### src/hw/pcs_pkg.sv
package pcs_pkg;
   localparam int PC_W         = 13;               // counter width
   localparam int LOW_W        = 8;                // software-visible low byte
   localparam int UP_W         = 5;                // upper counter bits
   localparam int BR_W         = 11;               // branch field width
   localparam int PAGE_LSB     = 3;                // latch bit for page low
   localparam int PAGE_MSB     = 4;                // latch bit for page high
   localparam int DEPTH        = 8;                // stack entries
   localparam int PTR_W        = 3;                // stack pointer width
   localparam int PROG_WORDS   = 8192;             // program space words
   localparam int PAGE_WORDS   = 2048;             // words per branch page
   localparam logic [12:0] PC_RST    = 13'h0000;   // counter after reset
   localparam logic [12:0] VECTOR_DEF = 13'h0004;  // default vector, arbitrary plain value
   localparam logic [2:0]  PTR_RST   = 3'h0;       // pointer after reset
   localparam logic [7:0]  LATCH_RST = 8'h00;      // latch after reset
   localparam logic [12:0] PC_ONE    = 13'h0001;   // sequential step

   // operation chosen by the decoder
   typedef enum logic [2:0] {
      PCS_OP_STEP,
      PCS_OP_JUMP,
      PCS_OP_CALL,
      PCS_OP_RET,
      PCS_OP_IRQ,
      PCS_OP_LOWWR,
      PCS_OP_HOLD
   } pcs_op_type;
endpackage : pcs_pkg

### src/hw/pcs_stack_if.sv
`timescale 1ns/1ps
// push/pop port between counter and stack memory
interface pcs_stack_if;
   logic        push;    // write entry at pointer
   logic        pop;     // step pointer back and read
   logic [12:0] wdata;   // return address pushed
   logic [12:0] rdata;   // entry on top, registered
   modport ctl (output push, output pop, output wdata, input rdata);
   modport mem (input push, input pop, input wdata, output rdata);
endinterface : pcs_stack_if

### src/hw/pcs_core.sv
`timescale 1ns/1ps
// Behaviour
// - 13-bit counter, low byte read/write
// - upper bits unreadable, set via latch
// - any reset clears upper counter bits
// - low-byte write loads lower five latch bits into upper bits
// - jump/call: 11 instruction bits, latch page
// - 8K space in 2K branch pages
// - eight entry 13-bit return stack
// - stack hidden, pointer not software-visible
// - call pushes counter plus one, interrupt pushes counter
// - only the return operation pops the stack
// - push and pop leave latch alone
// - circular stack overwrites oldest entry
// - no overflow or underflow indication
// - return reloads all 13 bits from stack
module pcs_core (
   input  wire logic              clock,
   input  wire logic              rstn,
   input  wire pcs_pkg::pcs_op_type op,
   input  wire logic [10:0]       branch_addr,
   input  wire logic [12:0]       vector_addr,
   input  wire logic [7:0]        low_wdata,
   input  wire logic              latch_we,
   input  wire logic [7:0]        latch_wdata,
   output logic [12:0]            pc,
   output logic [7:0]             pc_low_byte,
   output logic [7:0]             pc_high_latch
);
   logic [12:0]  pc_r;          // program counter
   logic [12:0]  pc_nxt;
   logic [7:0]   latch_r;       // high-byte latch
   logic [7:0]   latch_nxt;
   logic         push;          // stack strobes
   logic         pop;
   logic [12:0]  ret_addr;      // return address to push

   pcs_stack_if  stk ();

   // increment wraps inside 13 bits; used in two places
   function automatic logic [12:0] pcs_inc(input logic [12:0] v);
      pcs_inc = v + pcs_pkg::PC_ONE;
   endfunction : pcs_inc

   // counter next value, one operation per cycle
   always_comb begin
      pc_nxt   = pc_r;
      push     = 1'b0;
      pop      = 1'b0;
      ret_addr = pcs_inc(pc_r);
      case (op)
         pcs_pkg::PCS_OP_STEP: begin
            pc_nxt = pcs_inc(pc_r);
         end
         pcs_pkg::PCS_OP_JUMP: begin
            // page from latch, offset from instruction
            pc_nxt = {latch_r[pcs_pkg::PAGE_MSB:pcs_pkg::PAGE_LSB], branch_addr};
         end
         pcs_pkg::PCS_OP_CALL: begin
            push   = 1'b1;
            pc_nxt = {latch_r[pcs_pkg::PAGE_MSB:pcs_pkg::PAGE_LSB], branch_addr};
         end
         pcs_pkg::PCS_OP_RET: begin
            // full address from stack, latch page bits ignored
            pop    = 1'b1;
            pc_nxt = stk.rdata;
         end
         pcs_pkg::PCS_OP_IRQ: begin
            // interrupted instruction resumes at current counter
            push     = 1'b1;
            ret_addr = pc_r;
            pc_nxt   = vector_addr;
         end
         pcs_pkg::PCS_OP_LOWWR: begin
            // no carry from low byte: tables stay within a 256-word page
            pc_nxt = {latch_r[pcs_pkg::UP_W-1:0], low_wdata};
         end
         pcs_pkg::PCS_OP_HOLD: begin
            pc_nxt = pc_r;
         end
         default: begin
            pc_nxt = pc_r;
         end
      endcase
   end

   // latch changes only by its own write, never by stack traffic
   always_comb begin
      latch_nxt = latch_r;
      if (latch_we) begin
         latch_nxt = latch_wdata;
      end
   end

   // registers; reset clears the whole counter including upper bits
   always_ff @(posedge clock) begin
      if (!rstn) begin
         pc_r    <= pcs_pkg::PC_RST;
         latch_r <= pcs_pkg::LATCH_RST;
      end else begin
         pc_r    <= pc_nxt;
         latch_r <= latch_nxt;
      end
   end

   assign stk.push  = push;
   assign stk.pop   = pop;
   assign stk.wdata = ret_addr;

   // stack memory, pointer private to it
   pcs_stack u_stack (
      .clock (clock),
      .rstn  (rstn),
      .st    (stk.mem)
   );

   // outputs straight from flip-flops; upper bits only on fetch address
   assign pc            = pc_r;
   assign pc_low_byte   = pc_r[pcs_pkg::LOW_W-1:0];
   assign pc_high_latch = latch_r;
endmodule : pcs_core

### src/hw/pcs_stack.sv
`timescale 1ns/1ps
// circular return stack, no overflow status
module pcs_stack (
   input  wire logic clock,
   input  wire logic rstn,
   pcs_stack_if.mem  st
);
   logic [12:0]  mem_r [pcs_pkg::DEPTH];   // storage, outside program/data space
   logic [2:0]   ptr_r;                    // next free slot, hidden from software
   logic [2:0]   ptr_nxt;
   logic [12:0]  top_r;                    // registered top entry
   logic [12:0]  top_nxt;

   // pointer wraps silently, so a ninth push overwrites the first
   always_comb begin
      ptr_nxt = ptr_r;
      top_nxt = top_r;
      if (st.push) begin
         ptr_nxt = ptr_r + 3'h1;
         top_nxt = st.wdata;
      end else if (st.pop) begin
         ptr_nxt = ptr_r - 3'h1;
         top_nxt = mem_r[ptr_r - 3'h2];
      end
   end

   // storage itself has no reset; only pointer and top register do
   always_ff @(posedge clock) begin
      if (st.push) begin
         mem_r[ptr_r] <= st.wdata;
      end
   end

   always_ff @(posedge clock) begin
      if (!rstn) begin
         ptr_r <= pcs_pkg::PTR_RST;
         top_r <= pcs_pkg::PC_RST;
      end else begin
         ptr_r <= ptr_nxt;
         top_r <= top_nxt;
      end
   end

   assign st.rdata = top_r;
endmodule : pcs_stack

### config.mk
export PLATFORM = sky130hd
export DESIGN_NAME = pcs_core
export DESIGN_NICKNAME = d
export VERILOG_FILES = /design/src/hw/pcs_pkg.sv /design/src/hw/pcs_stack_if.sv /design/src/hw/pcs_core.sv /design/src/hw/pcs_stack.sv
export SDC_FILE = /design/constraint.sdc
export NUM_CORES = 1
export LEC_CHECK = 0
export ABC_AREA = 1
export BUFFER_PORTS_ARGS = -buffer_cell sky130_fd_sc_hd__buf_4
export CELL_PAD_IN_SITES_DETAIL_PLACEMENT = 1
export CELL_PAD_IN_SITES_GLOBAL_PLACEMENT = 1
export CORE_UTILIZATION = 30
export DETAILED_ROUTE_END_ITERATION = 8
export PLACE_DENSITY_LB_ADDON = 0.1
export SYNTH_ARGS = -nofsm -noshare
export SYNTH_HDL_FRONTEND = slang
export SYNTH_SLANG_ARGS = --single-unit
### constraint.sdc
create_clock -name clock -period 6.1 [get_ports clock]
set_clock_uncertainty 0.1 [all_clocks]
set_input_delay 0 -clock clock [delete_from_list [all_inputs] [get_ports clock]]
set_output_delay 0 -clock clock [all_outputs]
set_load 0.05 [all_outputs]
==> results.py <==
metrics = {
    "sta": {
        "hold_viol_final": 0,
        "period_share_pct": 54.3,
        "max-slew-margin-rel_pct": 12.1,
        "min_period_ps": 3310,
        "rsz0062_at_grt": "no",
        "fin_tns_setup_ps": 0,
        "tightest_slew_ps": 1310,
        "fmax_ghz": 0.302,
        "setup_viol": 0,
        "slew_violations": 0,
    },
    "critical_path": {
        "path_max_fanout": 40,
        "startpoint_type": "flip-flop",
        "crit_buf_inv": 4,
        "cpPeakStageDelay_ps": 800,
        "crit_slowest_cell": "ha_1",
        "crit_family": "buffers and inverters",
        "critPathCaptureType": "flip-flop",
        "rr_endpoint": "u_stack.st.rdata[12]",
        "cp.required_ps": 6330,
        "regToRegSetupSlack_ps": 2790,
        "reg2reg_from": "u_stack.ptr_r[1]",
        "crit_type": "reg -> reg",
        "crit_arrival_ps": 3550,
        "crit_path_cell_trace": "buf_4, clkinv_1, ha_1, inv_1, nand3_1, nand3_1, nand2_1, inv_1, a21oi_1",
        "worstRegToRegCells": 9,
    },
    "logic_synthesis": {
        "synth_area_leader_cell": "edfxtp_1",
        "ys.flop_type": "edfxtp_1",
        "ys_seq_area_share_pct": 57.9,
        "synthesis.area_um2": 6680,
        "syn_inst": 754,
        "netlist_top_cells_count": "nand2_1, nor2_1, edfxtp_1",
        "synth-edff-count": 104,
        "postSynthAreaPerCell_um2": 8.85,
        "synth-seq-cells": 141,
        "synthDistinctLibCells": 33,
        "yosys-top-cells-area": "edfxtp_1, dfxtp_1, nand2_1, nor2_1, nand3_1",
        "syn_nets": 806,
        "synth_warnings": 0,
        "async_reset_ff_share_pct": 0,
        "synth_most_common_cell": "nand2_1",
        "yosys.area.top_type_share_pct": 46.8,
    },
    "placed_design": {
        "gpl.final_weighted_congestion": 0.835,
        "hpwl_mm": 15.1,
        "dp.cells": 1074,
        "io_buffers": 74,
    },
    "grt": {
        "antenna_found_initial": 0,
        "grt_usage_pct": 20.9,
        "grt_pass1_vias": 5891,
        "grt_start_max_net_pins": 57,
        "grt_pass1_wl_mm": 34.8,
        "gr-total-overflow": 0,
    },
    "drt": {
        "drc_errors": 0,
        "vias": 5659,
        "wl_met2_mm": 10.4,
        "routed_wl_mm": 22.5,
        "wl_per_cell_um": 19.4,
        "wl_met3_um": 691,
        "top_layer_used": "met4",
        "met1Wirelength_mm": 11.2,
        "ant_nets": 0,
        "routed_via_density": 4.87,
        "first_iter_violations": 305,
        "drtPass1Iterations": 5,
    },
    "cts": {
        "clockBufferDepth": 2,
        "ctsRootBufferMaster": "clkbuf_16",
        "numCtsBuffers": 17,
        "cts_max_level": 4,
        "tritoncts": "built",
        "postCtsSetupBuffers": 0,
        "ctsHoldBuffers": 57,
        "insertion_delay_ps": 430,
        "post_cts_resized": 0,
        "path_clk_slew_ps": 70,
        "cts_sinks": 141,
    },
    "floorplanning": {
        "die_w_um": 151,
        "start_util_pct": 30.6,
        "boundaryPins": 75,
        "die_h_um": 151,
        "dieArea_um2": 22900,
        "core-area_um2": 21800,
        "rows": 54,
    },
    "final_layout": {
        "drive_gt1_share_pct": 14.8,
        "diodes": 0,
        "instances_no_fill": 1163,
        "syn_to_final_growth_pct": 28.4,
        "nNetsFinal": 922,
        "fillers": 2546,
    },
    "hold_path": {
        "hold-path-cell-count": 5,
        "hold_path_end": "u_stack.st.rdata[12]",
        "holdCritStartpoint": "op[0]",
        "hp-class": "in -> reg",
    },
    "outcome": {
        "status": "finished clean",
    },
    "flow_run": {
        "maxCapViolCount": 0,
    },
    "power": {
        "ir_drop_mv": 0.180,
        "powerDensity_nw_per_um2": 303,
        "p_leak_nw": 3.47,
    },
}
==> layout by cell type, fill, tap and decap left out, types with 2 or more instances in the layout <==
cell type        n
nor2_4           2
nand2_1        179
nand2_4          2
o21ai_1          2
o22ai_1          2
inv_2            5
edfxtp_1       104
o21ai_0         60
ha_1             5
nor2_1         107
o211ai_1        11
clkinv_1         2
a21oi_1         34
nand4_1          6
inv_6            6
and2_1           5
dlygate4sd3_1   57
inv_8            3
dfxtp_1         36
inv_1           56
o21a_1           4
clkinvlp_4       3
nand2_2          2
buf_4           78
a31oi_1          3
nor2_2           5
clkbuf_16       17
nand3_1         75
==> worst register-to-register path: stages, from the launching register on <==
cell and delay [ps]:
dfxtp_1 310, buf_4 420, clkinv_1 620, ha_1 800, inv_1 410, nand3_1 190, nand3_1 90, nand2_1 100
inv_1 40, a21oi_1 130
==> per-stage QoR <==
stage / util [%] / cell area (um2) / setup slack [ps] / total power [mW] / hold slack, ps
5_1_grt: 39.3 / 8570 / 2480 / 2.70 / 91.8
4_1_cts: 39.3 / 8570 / 2740 / 2.61 / 44.3
6_report: 39.3 / 8570 / 2790 / 2.60 / 53.6
2_1_floorplan: - / 6680 / 3880 / 1.39 / 34.9
3_3_place_gp: 33.9 / 7390 / 2880 / 1.54 / 125
3_5_place_dp: 34.0 / 7420 / 2780 / 1.55 / 138
==> state kept, by name, summed over array words and instances (netlist names) <==
name              flops
u_stack.st.rdata     13
u_stack.mem_r       104
pc                   13
pc_high_latch         8
u_stack.ptr_r         3
==> where the power goes <==
group	internal, mW	switching (mW)	leakage, nW
clock network	0.577	0.461	0.277
registers	1.08	0.0279	1.25
logic	0.146	0.306	1.94
==> layout make-up <==
cell class | instances | area, um2 | share of cell area (%)
flip-flops and latches | 141 | 3860 | 45.1
multi-input cells | 510 | 2360 | 27.6
repair buffers | 136 | 1170 | 13.7
clock buffers | 17 | 425 | 4.96
well taps | 280 | 350 | 4.09
inverters | 64 | 243 | 2.83
clock inverters | 15 | 153 | 1.78
==> how the worst max path moves through the flow <==
stage | depth (start not counted) | start | slack, ps | endpoint
after floorplan | 11 | u_stack.ptr_r[1] | 3880 | u_stack.st.rdata[8]
after global placement | 9 | u_stack.ptr_r[1] | 2880 | u_stack.st.rdata[11]
after detailed placement | 9 | u_stack.ptr_r[1] | 2780 | u_stack.st.rdata[9]
after CTS | 9 | u_stack.ptr_r[1] | 2740 | u_stack.st.rdata[4]
after global routing | 9 | u_stack.ptr_r[1] | 2480 | u_stack.st.rdata[3]
final | 9 | u_stack.ptr_r[1] | 2790 | u_stack.st.rdata[12]
==> metal layers <==
metal | vias to the layer above | global-route usage, %
met1 | 2786 | 29.5
met2 | 109 | 33.6
met5 | - | 0
met3 | 16 | 2.95
li1 | 2748 | -
met4 | 0 | 4.95
==> kinds of logic (layout without fill, tap and decap cells) <==
kind of cell	after synthesis	count (layout)	share of synthesized area, %
compound gates	118	118	9.60
xor+xnor	2	2	0.375
fa+ha+maj	6	6	1.24
buf+inv	103	232	6.86
flops	141	141	57.9
simple gates	384	384	24.0
(Power assumes the default switching activity.)
